$ cat src/rtl/axis_pkg.sv
// Shared constants and carrier types for one motion axis.
// Assumes a 20 MHz core clock and a 160 MHz virtual timebase for periods.
package axis_pkg;
	localparam int CLK_HZ = 20_000_000;
	localparam int CLK_NS = 50;
	localparam int TB_HZ_I = 160_000_000;
	localparam logic [27:0] TB_HZ = 28'h9896800;
	localparam logic [27:0] TICKS_PER_CLK = 28'(TB_HZ_I / CLK_HZ);
	localparam int DEV_CLR_NS = 10_000_000;
	localparam int DEV_CLR_CYCLES = (DEV_CLR_NS + CLK_NS - 1) / CLK_NS;
	localparam logic [21:0] HZ_MIN = 22'h000001;
	localparam logic [21:0] HZ_START_MIN = 22'h00000a;
	localparam logic [21:0] HZ_MAX_LOW = 22'h0186a0;
	localparam logic [21:0] HZ_MAX_MED = 22'h0c3500;
	localparam logic [21:0] HZ_MAX_HIGH = 22'h32dcd5;
	localparam logic [23:0] RB_SAT = 24'hffffff;
	localparam logic [21:0] RAMP_STEP_HZ = 22'h0003e8;
	localparam int RAMP_CLKS = 200;
	localparam int PIN_HALT = 0;
	localparam int PIN_CW = 1;
	localparam int PIN_CCW = 2;
	localparam int PIN_SETTLED = 3;
	typedef enum logic [1:0] {PAT_PULSE = 2'b00, PAT_ALL = 2'b01, PAT_NONE = 2'b10} irq_pat_t;
	typedef enum logic [1:0] {DT_LOW = 2'b00, DT_MED = 2'b01, DT_HIGH = 2'b10,
		DT_ARITH = 2'b11} drive_type_t;
	typedef enum logic [1:0] {S_IDLE = 2'b00, S_RUN = 2'b01, S_SETTLE = 2'b10} state_t;
	typedef enum logic [1:0] {END_NORMAL = 2'b00, END_SLOW = 2'b01, END_FAST = 2'b10,
		END_LIMIT = 2'b11} end_kind_t;
	typedef struct packed {
		logic servo;
		logic limit_slow;
		irq_pat_t irq_pat;
		drive_type_t drive_type;
	} spec_t;
	typedef struct packed {
		logic start;
		logic dir_neg;
		logic [23:0] count;
		logic [21:0] start_hz;
		logic [21:0] high_hz;
	} drive_req_t;
	typedef struct packed {
		logic slow;
		logic fast;
		logic limit;
	} stop_flags_t;
endpackage

$ cat src/rtl/axis_pulse_ctrl.sv
// One axis of pulse generation: stops, servo handshake, counters, readback.
// Assumes command strobes are one-cycle pulses on core_clk; pins are asynchronous.
`timescale 1ns/1ps
`default_nettype none
module axis_pulse_ctrl
	import axis_pkg::*;
#(
	parameter int CLEAR_CYCLES = DEV_CLR_CYCLES,
	parameter int RAMP_CYCLES = RAMP_CLKS,
	parameter logic [21:0] RAMP_STEP = RAMP_STEP_HZ
) (
	input wire logic core_clk,
	input wire logic resetn,
	input wire logic emergency_halt,
	input wire logic cw_travel_limit_input,
	input wire logic ccw_travel_limit_input,
	input wire logic deviation_settled_input,
	input wire logic spec_load,
	input wire spec_t spec_in,
	input wire drive_req_t drive_req,
	input wire logic slow_stop_cmd,
	input wire logic fast_stop_cmd,
	input wire logic deviation_clear_cmd,
	input wire logic position_load_command,
	input wire logic [23:0] position_load_value,
	input wire logic other_cmd_done,
	input wire logic speed_port_select,
	input wire logic count_port_select,
	input wire logic [23:0] count_compare,
	input wire logic [23:0] deviation_compare,
	input wire logic deviation_irq_above,
	input wire logic gp_out,
	output logic pulse_out,
	output logic dir_out,
	output logic busy,
	output logic drive_active,
	output stop_flags_t stop_flags,
	output logic deviation_clear_output,
	output logic gp_in,
	output logic command_done_interrupt,
	output logic pulse_count_match_interrupt,
	output logic deviation_count_interrupt,
	output logic [23:0] position,
	output logic [23:0] drive_readback_port
);
	localparam int CW = $clog2(CLEAR_CYCLES + 1);
	localparam int RW = $clog2(RAMP_CYCLES + 1);
	typedef struct packed {
		logic [3:0] s1;
		logic [3:0] s2;
		state_t st;
		spec_t spec;
		logic div_on;
		logic [4:0] div_cnt;
		logic [22:0] rem;
		logic [27:0] quo;
		logic [27:0] period;
		logic [27:0] phase;
		logic [21:0] cur_hz;
		logic [21:0] start_hz;
		logic [21:0] high_hz;
		logic [RW-1:0] ramp_cnt;
		logic [23:0] remain;
		logic endless;
		logic dir_neg;
		logic slowing;
		end_kind_t kind;
		logic pulse;
		logic [23:0] pos;
		logic [23:0] pcount;
		logic [23:0] dev;
		logic [CW-1:0] clr_cnt;
		logic clr_n;
		logic gp_in;
		stop_flags_t flags;
		logic done_irq;
		logic cnt_irq;
		logic dev_irq;
		logic sel_speed;
		logic [23:0] readback;
		logic busy;
	} axis_state_t;

	axis_state_t s;
	axis_state_t next_s;
	logic [28:0] ph;
	logic [22:0] r;
	logic [21:0] goal;
	logic halt;
	logic lim_hit;
	logic fin;
	end_kind_t ek;

	// Speed clamp per drive type; start speeds keep a higher floor
	function automatic logic [21:0] clamp_hz(input logic [21:0] v, input logic is_start,
		input drive_type_t t);
		logic [21:0] lo;
		logic [21:0] hi;
		lo = is_start ? HZ_START_MIN : HZ_MIN;
		unique case (t)
			DT_LOW: hi = HZ_MAX_LOW;
			DT_MED: hi = HZ_MAX_MED;
			DT_HIGH, DT_ARITH: hi = HZ_MAX_HIGH;
		endcase
		if (v < lo) begin
			return lo;
		end
		if (v > hi) begin
			return hi;
		end
		return v;
	endfunction

	always_comb begin
		next_s = s;
		ph = '0;
		r = '0;
		goal = '0;
		fin = 1'b0;
		ek = END_NORMAL;
		next_s.s1 = {deviation_settled_input, ccw_travel_limit_input, cw_travel_limit_input,
			emergency_halt};
		next_s.s2 = s.s1;
		halt = s.s2[PIN_HALT];
		lim_hit = s.dir_neg ? s.s2[PIN_CCW] : s.s2[PIN_CW];
		next_s.pulse = 1'b0;
		next_s.done_irq = 1'b0;
		next_s.cnt_irq = 1'b0;
		if (spec_load && s.st == S_IDLE) begin
			next_s.spec = spec_in;
		end
		if (speed_port_select) begin
			next_s.sel_speed = 1'b1;
		end else if (count_port_select) begin
			next_s.sel_speed = 1'b0;
		end
		if (position_load_command) begin
			next_s.pos = position_load_value;
		end
		// Background divider: 28 restoring steps give the integer period
		if (s.div_on) begin
			r = {s.rem[21:0], TB_HZ[s.div_cnt]};
			if (r >= {1'b0, s.cur_hz}) begin
				next_s.rem = r - {1'b0, s.cur_hz};
				next_s.quo = {s.quo[26:0], 1'b1};
			end else begin
				next_s.rem = r;
				next_s.quo = {s.quo[26:0], 1'b0};
			end
			next_s.div_cnt = s.div_cnt - 5'd1;
			if (s.div_cnt == 5'd0) begin
				next_s.div_on = 1'b0;
				next_s.period = next_s.quo;
			end
		end
		unique case (s.st)
			S_IDLE: begin
				if (drive_req.start) begin
					next_s.st = S_RUN;
					next_s.flags = '0;
					next_s.dir_neg = drive_req.dir_neg;
					next_s.remain = drive_req.count;
					next_s.endless = (drive_req.count == 24'h000000);
					next_s.start_hz = clamp_hz(drive_req.start_hz, 1'b1, s.spec.drive_type);
					next_s.high_hz = clamp_hz(drive_req.high_hz, 1'b0, s.spec.drive_type);
					next_s.cur_hz = next_s.start_hz;
					next_s.period = '0;
					next_s.phase = '0;
					next_s.pcount = '0;
					next_s.slowing = 1'b0;
					next_s.ramp_cnt = RW'(RAMP_CYCLES);
					next_s.div_on = 1'b1;
					next_s.div_cnt = 5'd27;
					next_s.rem = '0;
					next_s.quo = '0;
				end
			end
			S_RUN: begin
				if (halt || fast_stop_cmd) begin
					fin = 1'b1;
					ek = END_FAST;
				end else if (lim_hit && !s.spec.limit_slow) begin
					fin = 1'b1;
					ek = END_LIMIT;
				end else begin
					if (slow_stop_cmd || (lim_hit && s.spec.limit_slow)) begin
						next_s.slowing = 1'b1;
						if (lim_hit) begin
							next_s.kind = END_LIMIT;
						end else if (!s.slowing) begin
							next_s.kind = END_SLOW;
						end
					end
					// Pulses are counted in 160 MHz ticks, eight per core cycle
					ph = {1'b0, s.phase} + {1'b0, TICKS_PER_CLK};
					if (s.period != 28'h0000000 && ph >= {1'b0, s.period}) begin
						next_s.phase = 28'(ph - {1'b0, s.period});
						next_s.pulse = 1'b1;
						next_s.pos = s.dir_neg ? s.pos - 24'h000001 : s.pos + 24'h000001;
						next_s.dev = s.dir_neg ? s.dev - 24'h000001 : s.dev + 24'h000001;
						next_s.pcount = s.pcount + 24'h000001;
						next_s.cnt_irq = (next_s.pcount == count_compare);
						next_s.remain = s.remain - 24'h000001;
						if (!s.endless && s.remain == 24'h000001) begin
							fin = 1'b1;
							ek = END_NORMAL;
						end
					end else begin
						next_s.phase = ph[27:0];
					end
					// Ramp toward the goal; a decelerating stop ends at start speed
					goal = next_s.slowing ? s.start_hz : s.high_hz;
					if (s.ramp_cnt != '0) begin
						next_s.ramp_cnt = s.ramp_cnt - RW'(1);
					end else if (!s.div_on) begin
						next_s.ramp_cnt = RW'(RAMP_CYCLES);
						if (s.cur_hz < goal) begin
							next_s.cur_hz = (goal - s.cur_hz > RAMP_STEP) ? s.cur_hz + RAMP_STEP : goal;
						end else if (s.cur_hz > goal) begin
							next_s.cur_hz = (s.cur_hz - goal > RAMP_STEP) ? s.cur_hz - RAMP_STEP : goal;
						end else if (s.slowing && !fin) begin
							fin = 1'b1;
							ek = s.kind;
						end
						if (next_s.cur_hz != s.cur_hz) begin
							next_s.div_on = 1'b1;
							next_s.div_cnt = 5'd27;
							next_s.rem = '0;
							next_s.quo = '0;
						end
					end
				end
				if (fin) begin
					next_s.kind = ek;
					next_s.div_on = 1'b0;
					if (s.spec.servo && ek != END_FAST && !(ek == END_LIMIT && !s.spec.limit_slow)) begin
						next_s.st = S_SETTLE;
					end else begin
						next_s.st = S_IDLE;
					end
				end
			end
			S_SETTLE: begin
				if (halt || fast_stop_cmd) begin
					next_s.kind = END_FAST;
					fin = 1'b1;
					next_s.st = S_IDLE;
				end else if (!s.s2[PIN_SETTLED]) begin
					next_s.st = S_IDLE;
				end
			end
			default: next_s.st = S_IDLE;
		endcase
		// Completion: flags, done request and servo clear on abrupt stops
		if (s.st != S_IDLE && next_s.st == S_IDLE) begin
			unique case (next_s.kind)
				END_SLOW: next_s.flags.slow = 1'b1;
				END_FAST: next_s.flags.fast = 1'b1;
				END_LIMIT: next_s.flags.limit = 1'b1;
				END_NORMAL: next_s.flags = s.flags;
			endcase
			next_s.done_irq = (s.spec.irq_pat == PAT_PULSE || s.spec.irq_pat == PAT_ALL);
			if (s.spec.servo && (next_s.kind == END_FAST ||
				(next_s.kind == END_LIMIT && !s.spec.limit_slow))) begin
				next_s.clr_cnt = CW'(CLEAR_CYCLES);
				next_s.dev = '0;
			end
		end
		// Counter and special commands never reach here; only ordinary non-pulse ones do
		if (other_cmd_done && s.spec.irq_pat == PAT_ALL) begin
			next_s.done_irq = 1'b1;
		end
		if (deviation_clear_cmd && s.spec.servo) begin
			next_s.clr_cnt = CW'(CLEAR_CYCLES);
			next_s.dev = '0;
		end else if (s.clr_cnt != '0 && next_s.clr_cnt == s.clr_cnt) begin
			next_s.clr_cnt = s.clr_cnt - CW'(1);
		end
		next_s.busy = (next_s.st != S_IDLE);
		// Stepping mode hands both servo pins to general purpose use
		next_s.clr_n = s.spec.servo ? (next_s.clr_cnt == '0) : gp_out;
		next_s.gp_in = s.spec.servo ? 1'b0 : s.s2[PIN_SETTLED];
		next_s.dev_irq = deviation_irq_above ? ($signed(s.dev) > $signed(deviation_compare))
			: ($signed(s.dev) < $signed(deviation_compare));
		// Periods past three bytes saturate, so very slow speeds read full scale (ffffff)
		if (s.sel_speed) begin
			next_s.readback = (s.period[27:24] != 4'h0) ? RB_SAT : s.period[23:0];
		end else begin
			next_s.readback = s.pcount;
		end
	end

	always_ff @(posedge core_clk or negedge resetn) begin
		if (!resetn) begin
			s <= '0;
			s.spec <= '{servo: 1'b0, limit_slow: 1'b0, irq_pat: PAT_PULSE, drive_type: DT_LOW};
			s.clr_n <= 1'b1;
		end else begin
			s <= next_s;
		end
	end

	assign pulse_out = s.pulse;
	assign dir_out = s.dir_neg;
	assign busy = s.busy;
	assign drive_active = s.busy;
	assign stop_flags = s.flags;
	assign deviation_clear_output = s.clr_n;
	assign gp_in = s.gp_in;
	assign command_done_interrupt = s.done_irq;
	assign pulse_count_match_interrupt = s.cnt_irq;
	assign deviation_count_interrupt = s.dev_irq;
	assign position = s.pos;
	assign drive_readback_port = s.readback;
endmodule
`default_nettype wire

$ cat config.mk
export PLATFORM = sky130hd
export DESIGN_NAME = axis_pulse_ctrl
export DESIGN_NICKNAME = d
export VERILOG_FILES = /design/src/rtl/axis_pkg.sv /design/src/rtl/axis_pulse_ctrl.sv
export SDC_FILE = /design/constraint.sdc
export NUM_CORES = 1
export LEC_CHECK = 0
export BUFFER_PORTS_ARGS = -buffer_cell sky130_fd_sc_hd__clkbuf_2
export CAP_MARGIN = 20
export CELL_PAD_IN_SITES_DETAIL_PLACEMENT = 1
export CELL_PAD_IN_SITES_GLOBAL_PLACEMENT = 2
export CORE_UTILIZATION = 41
export DETAILED_ROUTE_END_ITERATION = 10
export PLACE_DENSITY_LB_ADDON = 0.1
export SLEW_MARGIN = 15
export SYNTH_ARGS = -nofsm -noshare
export SYNTH_HDL_FRONTEND = slang
export SYNTH_SLANG_ARGS = --single-unit
$ cat constraint.sdc
create_clock -name core_clk -period 15.8 [get_ports core_clk]
set_clock_uncertainty 0.1 [all_clocks]
set_input_delay 1.58 -clock core_clk [delete_from_list [all_inputs] [get_ports core_clk]]
set_output_delay 1.58 -clock core_clk [all_outputs]
set_load 0.05 [all_outputs]
### Yosys cells after proc, flatten, opt, wreduce, memory -nomap -nowiden

Memories as Yosys holds them, arrays and structs flattened.
Index checks and enable logic that the tools add are counted.

* $add $sub $neg: 16
* $mul: 0
* divide/modulo/power cells: 0
* magnitude comparators: 13
* equality and inequality tests: 23
* shifts and indexed selects: 0
* muxes and demuxes: 132
* bitwise gates (word level): 0
* reduce and logical (&&, ||, !) cells: 45

Operator list (count)
* $mux W22: 22
* $mux W57: 5
* $mux W24: 9
* $mux W214: 1
* $mux W76: 2
* $pmux W57 S2: 1
* $mux W50: 2
* $pmux W50 S2: 1
* $mux W85: 1
* $mux W28: 3
* $mux W42: 2
* $mux W73: 1
* $add A24 B1 Y24 const B: 3
* $sub A24 B1 Y24 const B: 3
* $gt A22 B22 Y1: 3
* $pmux W22 S3: 1
* $mux W32: 2
* $pmux W32 S2: 1
* $mux W51: 1
* $pmux W24 S2: 1
* $gt A22 B10 Y1 const B: 2
* $sub A22 B22 Y22: 2
* $mux W1: 41
* $mux W18: 2
* other kinds (49): 117

* flip-flop bits (word level): 357
* bits in latches: 0
* bits in writable memories: 0
* memory bits (read-only): 32
* input port bits: 164
* memories kept: 1

Memories
* (no name shown): depth 32, width 1, rd ports 1, clocked after Yosys merged registers in 0, wr ports 0, line axis_pulse_ctrl.sv:142 `r = {s.rem[21:0], TB_HZ[s.div_cnt]};`

### Longest topological paths before layout

Gate-level depths: netlist (run 1).

* depth in word-level cells: 33
* depth in mapped cells: 26

### Worst setup path before layout (run 1)

Ideal clock, no wire load.

* path type: reg2reg
* start point: register s (netlist bit dir_out)
* end point: register s[323] in the netlist's numbering
* arrival time: 8.005 ns
* setup slack: 7.600 ns
* cell stages (with the launch flop): 26
* cells stage by stage: dfrtp_1 > mux2i_1 > nor2b_1 > nor3_1 > clkbuf_1 > buf_2 > mux2i_1 > inv_1 > ha_1 > buf_6 > a21o_1 > or3_1 > a221o_1 > a21oi_1 > o221ai_1 > xnor2_1 > or4_4 > or4_1 > buf_2 > mux2i_1 > nand2b_1 > mux4_2 > nor4_4 > nand4_2 > buf_6 > a221oi_2

RTL lines
* from (decl): line axis_pulse_ctrl.sv:84 `axis_state_t s;`
* from (signal assigned): line axis_pulse_ctrl.sv:299 `s <= next_s;`

==> results of run 1 <==
[state kept, by name (all words and copies together) (netlist names), 3 cells and up]
register and count:
position 24, stop_flags 3, next_s 4, drive_readback_port 24, s 291
[placed cells by master, fill, tap and decap left out, types with 15 or more instances in the layout]
cell / n
clkbuf_16: 46
nand4_1: 51
and2_1: 29
dfrtp_1: 352
o22a_1: 25
mux2i_1: 108
o22ai_1: 27
nor2_1: 259
o21ai_0: 262
a221oi_2: 20
and3_1: 47
a31oi_1: 37
o211ai_1: 27
xnor2_1: 150
a21oi_1: 294
nor2b_1: 27
a211oi_1: 19
nand3_1: 77
nand2b_1: 34
inv_1: 164
a32oi_1: 20
nor4_1: 44
xor2_1: 53
a21o_1: 71
o31ai_1: 26
a22oi_1: 15
o21bai_1: 23
or3_1: 34
buf_4: 33
clkbuf_2: 222
nand2_1: 350
nor3_1: 101
a221o_1: 20
ha_1: 213
o21a_1: 27
[logic make-up (layout without fill, tap and decap cells)]
family          Yosys count  after routing  synth area share
buf+inv                 395            512           0.06044
fa+ha+maj               219            219           0.09723
xor+xnor                203            203           0.06223
compound gates         1045           1045            0.2395
simple gates           1113           1113            0.1863
flops                   355            355            0.3110
mux                     121            121           0.04336
[stage by stage]
stage,cell area (um^2),setup slack (ps)
3_5_place_dp,30100,6838
4_1_cts,31680,7378
6_report,31680,7259
2_1_floorplan,28570,7600
3_3_place_gp,30100,7095
5_1_grt,31680,6912
[per-layer routing]
| layer | vias to the layer above | part of all wire | global-route usage |
|---|---|---|---|
| met4 | 10 | 0.024 | 0.08093 |
| met2 | 625 | 0.47 | 0.4770 |
| met1 | 13520 | 0.46 | 0.3896 |
| met5 | - | 0.00056 | 0 |
| li1 | 12630 | - | - |
| met3 | 155 | 0.050 | 0.04464 |
[cell usage after synthesis (19+ instances only)]
library cell,number
a31oi_1,37
nand2_1,351
o22a_1,25
o22ai_1,27
inv_1,164
and3_1,47
dfrtp_1,354
nand4_1,51
o31ai_1,26
or3_1,34
clkbuf_1,135
a211oi_1,19
a21o_1,72
ha_1,214
xor2_1,53
o211ai_1,27
nor4_1,45
buf_2,20
nand3_1,77
a32oi_1,20
and2_1,30
nor2_1,260
a21oi_1,296
o21ai_0,263
nand2b_1,34
mux2i_1,108
a221oi_2,20
buf_4,52
xnor2_1,150
o21bai_1,24
nor3_1,102
a221o_1,20
o21a_1,27
nor2b_1,28
[critical path: cells and delay by family, from the launching register on]
kind                       cells  cell delay (ps)
AOI/OAI and AO/OA              5             1640
adders and majority gates      1              570
buffers and inverters          2              670
DFF                            1              360
muxes                          2             1180
and+or+nand+nor               11             3920
[final timing paths]
path / slack, ps / to / startpoint / cells after the start
max in group asynchronous: 12480 / dir_out / resetn / 3
hold / removal: 250 / s[351] / next_s[351] / 0
setup reg to reg: 7260 / deviation_clear_output / dir_out / 21
min in group asynchronous: 830 / s[144] / resetn / 1
setup / recovery: 7260 / deviation_clear_output / dir_out / 21
hold reg to reg: 250 / s[351] / next_s[351] / 0
[layout make-up]
class                      instances  area share
clock buffer                      69     0.04285
timing repair buffer             257     0.04400
tap                              931     0.03677
multi-input combinational       2701      0.5687
clock inverter                    16    0.006951
inverter                         170     0.02014
sequential                       355      0.2806
[power by group]
| group | leakage [nW] | switching (mW) | internal, mW |
|---|---|---|---|
| sequential | 4.59 | 0.262 | 1.12 |
| clock | 0.781 | 0.451 | 0.649 |
| combinational | 9.17 | 2.66 | 1.54 |
==> metrics.txt, run 1 <==
Slew @ Worst Pin=about 1100 ps; Max rail drop VDD=between 0.0004 and 0.0005 V; # DRC=0; share of post-route cells with drive strength above 1=0.1155; delay of the slowest critical-path stage=around 780 ps; CTS Hold Bufs=0; Seq. cell area=8890 um^2; Final Wtd Congestion=0.9397; Initial Utilization=0.4151; Mapped Area=about 29000 um^2; clock transition at the registers of the reported paths=approximately 60 ps; crit end category=flip-flop; row cnt=between 90 and 100; yosys warns=0; Cells after DPL=~4400; Pre-Repair DR Iteration Count=5; clk root buf=clkbuf_16; Fin. Hold Viols=0; outcome=complete, no violations; cell leakage power=roughly 15 nW; setup bufs post-CTS=0; CTS Buf Count=46; Final Core Density=0.4603; via count=between 20000 and 30000; Top FF cell, synth=dfrtp_1; ANT cells=0; gr ovfl total=0; CP Cell Sequence=mux2i_1 > nor2b_1 > nor3_2 > buf_4 > mux2i_1 > inv_1 > ha_1 > and4_1 > nand3_1 > nor3_1 > and3_1 > nand3_1 > nor3_1 > or3b_2 > a21o_1 > and2_1 > a21oi_1 > a211oi_1 > a41o_1 > or4b_2 > o32ai_1; syn nets=3834; Routed Antenna Nets=0; Avg Cell Area, Syn=8.278 um^2; arrival time worst endpoint=between 8000 and 9000 ps; RSZ-0062 raised after global routing=false; fin nets=approximately 3900; Core ar.=approximately 69000 um^2; layout filler cell count=8260; Longest Clk Path Bufs=3; H-tree lvl count=2; CP Class=reg2reg; Detailed Place HPWL=about 77000 um; worst min path class=reg2reg; largest cells by area after synthesis=dfrtp_1 31%, ha_1 9.4%, a21oi_1 5.2%, nand2_1 4.6%, o21ai_0 4.6%; Max FO, Critical Path=23; Yosys top cell area share=0.3101; fin crit period=8541 ps; Total Power=6.688 mW; Final Cycle Share=0.5406; first-pass GRT wire length=around 160000 um; EDFF count, synth=0; vias in the first global route=around 28000; Slew Limit Fails=0; Clock Latency Late Sink=slightly above 600 ps; number of DRC markers in iteration 0=1892; I/O pin total=between 200 and 250; Final Routed Wirelength=approximately 100000 um; largest net degree at the start of global routing=about 170; Worst Setup Start Kind=flip-flop; multi-input logic area=roughly 18000 um^2; sequential area share after synthesis=0.3110; GRT Total Usage=0.2887; Die Ht=roughly 270 um; Fmax=approximately 0.12 GHz; CTS sink cnt=approximately 360; max_cap viols=0; Final Setup Violations=0; Layout area overhead=10.90%; initial antenna violation count=5; WL per Instance=~23 um; CTS tree=built; CP max stage cell=a21oi_1; final setup TNS=0 ps; Layout Cells excl Fill=roughly 4500; DIE WIDTH=~270 um; Port-buffer cells=roughly 220; die footprint=just over 70000 um^2; Unique masters post-synth=slightly above 90; Rel. slew slack=0.2652; Seq cells post-synth=355; Post-Synthesis Cells=about 3500; WHS=around 250 ps; Pwr Density=roughly 210 nW/um^2; area leader, netlist=dfrtp_1; ys async rst share=1.000; Req. time, crit path=around 16000 ps; vias per cell=about 6.0; CTS resizes=0
Power figures use the tool's default switching activity.
==> run 2, diff against run 1 <==
Settings changed: CORE_UTILIZATION 41 to 34.
Clock period 15.8 ns to 7.3 ns, I/O delays scaled along.
==> run 2 against run 1 <==
  * Sequential power up 120%
  * Fmax grew 21%
  * Routed wire length grew 4.7%
  * First-iteration DRC count shrank 28%
  * Global-route usage is 3.9 points lower
  * Final area increased by 3.0%
  * Hold slack worse by 110 ps
  * Via count about the same
  * Critical endpoint is now s[327]
  * Largest cell class unchanged
==> metrics.txt, run 2 (same netlist as run 1, synthesis figures left out) <==
fin nets=3972 (+1.5%); Worst Setup Start Kind=flip-flop; max_cap viols=0 (unchanged); CTS sink cnt=355 (unchanged); worst min path class=in2reg; Detailed Place HPWL=81680 um (+6.0%); Final Routed Wirelength=107900 um (+4.7%); via count=26920 (-0.082%); Pre-Repair DR Iteration Count=5 (unchanged); fin crit period=7038 ps (-1503 ps); Largest register FFs=291 (unchanged); GRT Total Usage=0.2501 (-0.03865); # DRC=0 (unchanged); CTS Buf Count=48 (+4.3%); vias in the first global route=28200 (+0.70%); Initial Utilization=0.3457 (-0.06937); row cnt=105 (+9.4%); first-pass GRT wire length=169100 um (+4.1%); H-tree lvl count=2 (unchanged); Final Setup Violations=0 (unchanged); commonest non-fill, non-tap cells in the layout=352 x dfrtp_1, 349 x nand2_1, 292 x a21oi_1, 260 x o21ai_0, 258 x nor2_1; outcome=complete, no violations; Fin. Hold Viols=0 (unchanged); Pwr Density=462.2 nW/um^2 (+120%); share of post-route cells with drive strength above 1=0.1358 (+0.02029); gr ovfl total=0 (unchanged); largest net degree at the start of global routing=127 (-23%); Final Cycle Share=0.9641 (+0.4235); clk root buf=clkbuf_16; Final Core Density=0.3948 (-0.06554); cell leakage power=14.90 nW (+2.5%); Longest Clk Path Bufs=3 (unchanged); Layout area overhead=14.19%; Core ar.=82640 um^2 (+20%); final setup TNS=0 ps (unchanged); WL per Instance=22.99 um (+0.37%); Final Wtd Congestion=0.9645 (+2.6%); Port-buffer cells=223 (unchanged); vias per cell=5.734 (-4.3%); commonest non-fill, non-tap cell in the layout=dfrtp_1; crit end category=flip-flop; Die Ht=291.9 um (+9.7%); CTS tree=built; DIE WIDTH=291.9 um (+9.7%); Biggest register=s; Clock Latency Late Sink=610 ps (about the same); number of DRC markers in iteration 0=1361 (-28%); Rel. slew slack=0.2994 (+0.03418); Max FO, Critical Path=50 (+120%); Max rail drop VDD=0.0002402 V (-46%); placed inst area=30700 um^2 (+2.0%); Slew @ Worst Pin=1051 ps (-42.85 ps); I/O pin total=224 (unchanged); Total Power=15.08 mW (+130%); final instance area=32620 um^2 (+3.0%); Slew Limit Fails=0 (unchanged); initial antenna violation count=8 (+3); Fmax=0.1421 GHz (+21%); arrival time worst endpoint=7430 ps (-1520 ps); die footprint=85190 um^2 (+20%); clock transition at the registers of the reported paths=60 ps (about the same); Routed Antenna Nets=0 (unchanged); Req. time, crit path=7690 ps (-8520 ps); CP Class=reg2reg
[run 2: changes by cell type in the layout (fill, tap and decap cells not counted), moves of 5 or more]
| cell | change |
|---|---|
| clkbuf_1 | -5 |
| clkbuf_8 | -5 |
| bufinv_16 | +6 |
| buf_4 | +45 |
[run 2: worst paths after layout]
check,cells past startpoint,slack (ps),start,endpoint
setup / recovery,24,260,dir_out,s[327]
hold / removal,1,130,cw_travel_limit_input,next_s[350]
setup reg to reg,24,260,dir_out,s[327]
hold reg to reg,0,260,next_s[351],s[351]
max in group asynchronous,3,5200,resetn,position[12]
min in group asynchronous,2,550,resetn,s[136]
[run 2: worst max-delay path: stages, from the launching register on]
cell and delay (ps):
dfrtp_4 470, mux2i_1 230, nor2b_1 130, nor3_4 310, buf_12 210, mux2i_1 330
inv_1 100, ha_1 310, buf_4 190, nand2_1 150, nor4_1 370, o21ai_1 160
a22oi_2 300, a221oi_2 110, xnor2_1 140, or4_4 560, or4_1 420, buf_4 280
mux2i_1 190, nand2b_1 180, mux4_2 500, nor4_4 380, nand4_4 150, buf_12 260
a221oi_2 320
[run 2: metrics by stage]
stage               setup slack [ps]  hold WS, ps  cells
floorplan                      102.7        231.2   3451
global placement               243.8        245.0   4599
detailed placement             39.47        248.3   4601
CTS                            172.0        88.34   4687
global route                  -7.772        101.4   4695
finish                         262.3        133.0   4695
[run 2: metal layers]
metal,vias to the layer above,GRT usage,routed length [um]
met2,526,0.4166,50640
li1,12750,-,-
met3,107,0.03311,4540
met1,13530,0.3455,50990
met5,-,0,63
met4,10,0.04788,1710
[run 2: what timing repair did]
item                       in CTS  in global routing
pin swaps                       0                  2
setup buffers                   0                  4
hold buffers                    1                  0
setup endpoints to repair       1                 56
resized for setup               1                 26
hold endpoints to repair       46                  0
[run 2: layout make-up]
cell class,instances,area (um^2)
clock buffers,63,1370
clock inverters,22,374.1
well taps,1070,1339
fillers,9852,50010
flip-flops and latches,355,8892
multi-input cells,2701,18120
inverters,170,638.1
repair buffers,313,1884
diodes,1,2.502
[run 2: power by group]
group	switching [mW]	leakage [nW]	total (mW)	internal [mW]
Combinational	5.88	9.46	9.45	3.57
Sequential	0.574	4.59	3.00	2.42
Clock	0.987	0.843	2.63	1.64
==> run 3, diff against run 2 <==
Settings changed: ABC_AREA from default to 1, CORE_UTILIZATION 34 to 32.
==> run 3 against run 2 <==
  * The run now ends with DRC, hold timing left
  * Synthesized cell count increased by 16%
  * Fmax rose by 3.7%
  * Clock power is 4% lower
  * Hold slack got worse by 130 ps
  * Register-to-register slack better by 250 ps
  * Non-clock buffer count decreased by 35
==> metrics.txt, run 3 <==
Pre-Repair DR Iteration Count=8 (+3); delay of the slowest critical-path stage=410 ps (-150 ps); placed inst area=30710 um^2 (about the same); die footprint=90830 um^2 (+6.6%); CTS Hold Bufs=0 (-1); Core ar.=88510 um^2 (+7.1%); Seq cells post-synth=355 (unchanged); ys async rst share=1.000 (unchanged); Die Ht=301.4 um (+3.3%); Fin. Hold Viols=2 (+2); Top FF cell, synth=dfrtp_1; adder-cell share of the synthesized area=0.09685 (-0.0003775); number of DRC markers in iteration 0=1291 (-5.1%); violated checks=DRC, hold timing; CTS Buf Count=48 (unchanged); most common cell in the netlist=nand2_1; via count=27550 (+2.3%); Compound-Gate Fraction of Synth Area=0.1923 (-0.04713); Slew Limit Fails=0 (unchanged); Longest Clk Path Bufs=3 (unchanged); Biggest register=s; commonest non-fill, non-tap cell in the layout=nand2_1; final setup TNS=0 ps (unchanged); met1 Usage GRT=0.3178 (-0.02767); Final Setup Violations=0 (unchanged); Synth Area in XOR/XNOR=0.05466 (-0.007571); Largest register FFs=291 (unchanged); RSZ-0062 raised after global routing=false; I/O pin total=224 (unchanged); Routed Antenna Nets=0 (unchanged); CTS sink cnt=355 (unchanged); arrival time worst endpoint=7230 ps (-200 ps); CP dominant cell by count=nand2_1; Avg Cell Area, Syn=7.183 um^2 (-13%); Synth Area in Simple Gates=0.2401 (+0.05381); Seq. cell area=8890 um^2 (about the same); syn nets=4376 (+14%); Fmax=0.1473 GHz (+3.7%); Final Core Density=0.3665 (-0.02828); initial antenna violation count=2 (-6); layout filler cell count=11080 (+12%); met2 Track Usage GR=0.4089 (-0.007696); outcome=complete, but fails checks; Yosys top cell area share=0.3089 (-0.001204); cell leakage power=15.96 nW (+7.2%); # DRC=52 (+52); Unique masters post-synth=71 (-23%); proportion of synthesized area in mux cells=0.009598 (-0.03376); CTS tree=built; fin crit period=6787 ps (-251.0 ps); WHS=-1.432 ps (-134.4 ps); Clock Latency Late Sink=620 ps (about the same); multi-input logic area=17080 um^2 (-5.7%); GRT Total Usage=0.2376 (-0.01245); fin nets=4514 (+14%); Final Cycle Share=0.9297 (-0.03438); clock transition at the registers of the reported paths=60 ps (about the same); largest cells by area after synthesis=dfrtp_1 31%, nand2_1 10%, ha_1 9.3%, o21ai_0 6.3%, inv_1 5.9%; Slew @ Worst Pin=1039 ps (-12.44 ps); grt met3 use=0.02140 (-0.01171); Layout area overhead=13.11%; Final Wtd Congestion=0.8651 (-10%); Worst Setup Start Kind=flip-flop; WL per Instance=20.40 um (-11%); Post-Synthesis Cells=3993 (+16%); CP max stage cell=ha_1; Mapped Area=28680 um^2 (+0.39%); Max rail drop VDD=0.0003005 V (+25%); Rel. slew slack=0.3077 (+0.008292); H-tree lvl count=2 (unchanged); Final Routed Wirelength=108800 um (+0.76%); Detailed Place HPWL=84080 um (+2.9%); clk root buf=clkbuf_16; EDFF count, synth=0 (unchanged); crit end category=flip-flop; CP Class=reg2reg; worst min path class=in2async; Max FO, Critical Path=45 (-10%); yosys warns=0 (unchanged); Total Power=16.00 mW (+6.1%); commonest non-fill, non-tap cells in the layout=787 x nand2_1, 449 x inv_1, 358 x o21ai_0, 352 x dfrtp_1, 339 x nor2_1; Pwr Density=493.2 nW/um^2 (+6.7%); sequential area share after synthesis=0.3098 (-0.001208); share of post-route cells with drive strength above 1=0.1135 (-0.02225); main combinational cell family by area after synthesis=simple AND/OR/NAND/NOR gates; row cnt=109 (+3.8%); Port-buffer cells=223 (unchanged); most frequent cells after synthesis=791 x nand2_1, 449 x inv_1, 359 x o21ai_0, 354 x dfrtp_1, 340 x nor2_1; Req. time, crit path=7750 ps (+60 ps); vias per cell=5.167 (-9.9%); ANT cells=0 (-1); final instance area=32440 um^2 (-0.56%); first-pass GRT wire length=169400 um (+0.19%); area leader, netlist=dfrtp_1; largest net degree at the start of global routing=153 (+20%); max_cap viols=0 (unchanged); Most Crowded Layer GR=met2; Initial Utilization=0.3240 (-0.02169); vias in the first global route=28490 (+1.0%); DIE WIDTH=301.4 um (+3.3%); gr ovfl total=0 (unchanged)
run 3: repair_timing:
| item | CTS | global route |
|---|---|---|
| gates resized for setup | 0 | 7 |
| buffers inserted | 0 | 2 |
| setup endpoints to repair | 0 | 48 |
run 3: through the flow:
step	std cells	setup slack, ps
floorplan	3993	1277
global placement	5243	-0.7678
detailed placement	5243	92.65
CTS	5329	71.73
global route	5332	26.95
finish	5332	513.2
run 3: logic make-up after synthesis:
| kind of cell | Yosys count |
|---|---|
| AND/OR/NAND/NOR | 1599 |
| AO/OA/AOI/OAI | 950 |
| buffers and inverters | 664 |
| flip-flops | 355 |
| adder cells (fa/ha/maj) | 219 |
| XOR/XNOR | 179 |
| multiplexers | 27 |
run 3: worst paths after layout:
check                                 startpoint                endpoint  slack, ps  cells past startpoint
setup / recovery                         dir_out  deviation_clear_output        510                     31
hold / removal                            resetn             position[6]         -1                      1
setup reg to reg                         dir_out  deviation_clear_output        510                     31
hold reg to reg                      next_s[352]                  s[352]        250                      0
max in group asynchronous                 resetn                    halt       5660                      2
min in group core_clk      cw_travel_limit_input             next_s[350]        130                      1
run 3: cell type report:
| type | count | area share |
|---|---|---|
| clock inverter | 21 | 0.008717 |
| inverter | 474 | 0.05485 |
| multi-input combinational | 2974 | 0.5266 |
| tap | 1165 | 0.04494 |
| sequential | 355 | 0.2740 |
| clock buffer | 65 | 0.04243 |
| timing repair buffer | 278 | 0.04845 |
run 3: per-layer routing:
layer  vias up  share of wire
li1      13690              -
met5         -        0.00012
met4         2          0.024
met1     13330           0.47
met3       133          0.028
met2       398           0.48
run 3: critical path: cells and delay by family (launching register included):
family	cells	cell delay (ps)
AOI/OAI and AO/OA	4	930
adders and majority gates	1	410
and+or+nand+nor	20	3950
buffers and inverters	6	880
DFF	1	370
run 3: power by group:
| part | internal (mW) | switching (mW) |
|---|---|---|
| Combinational | 3.32 | 7.09 |
| Sequential | 2.46 | 0.605 |
| Clock | 1.50 | 1.02 |
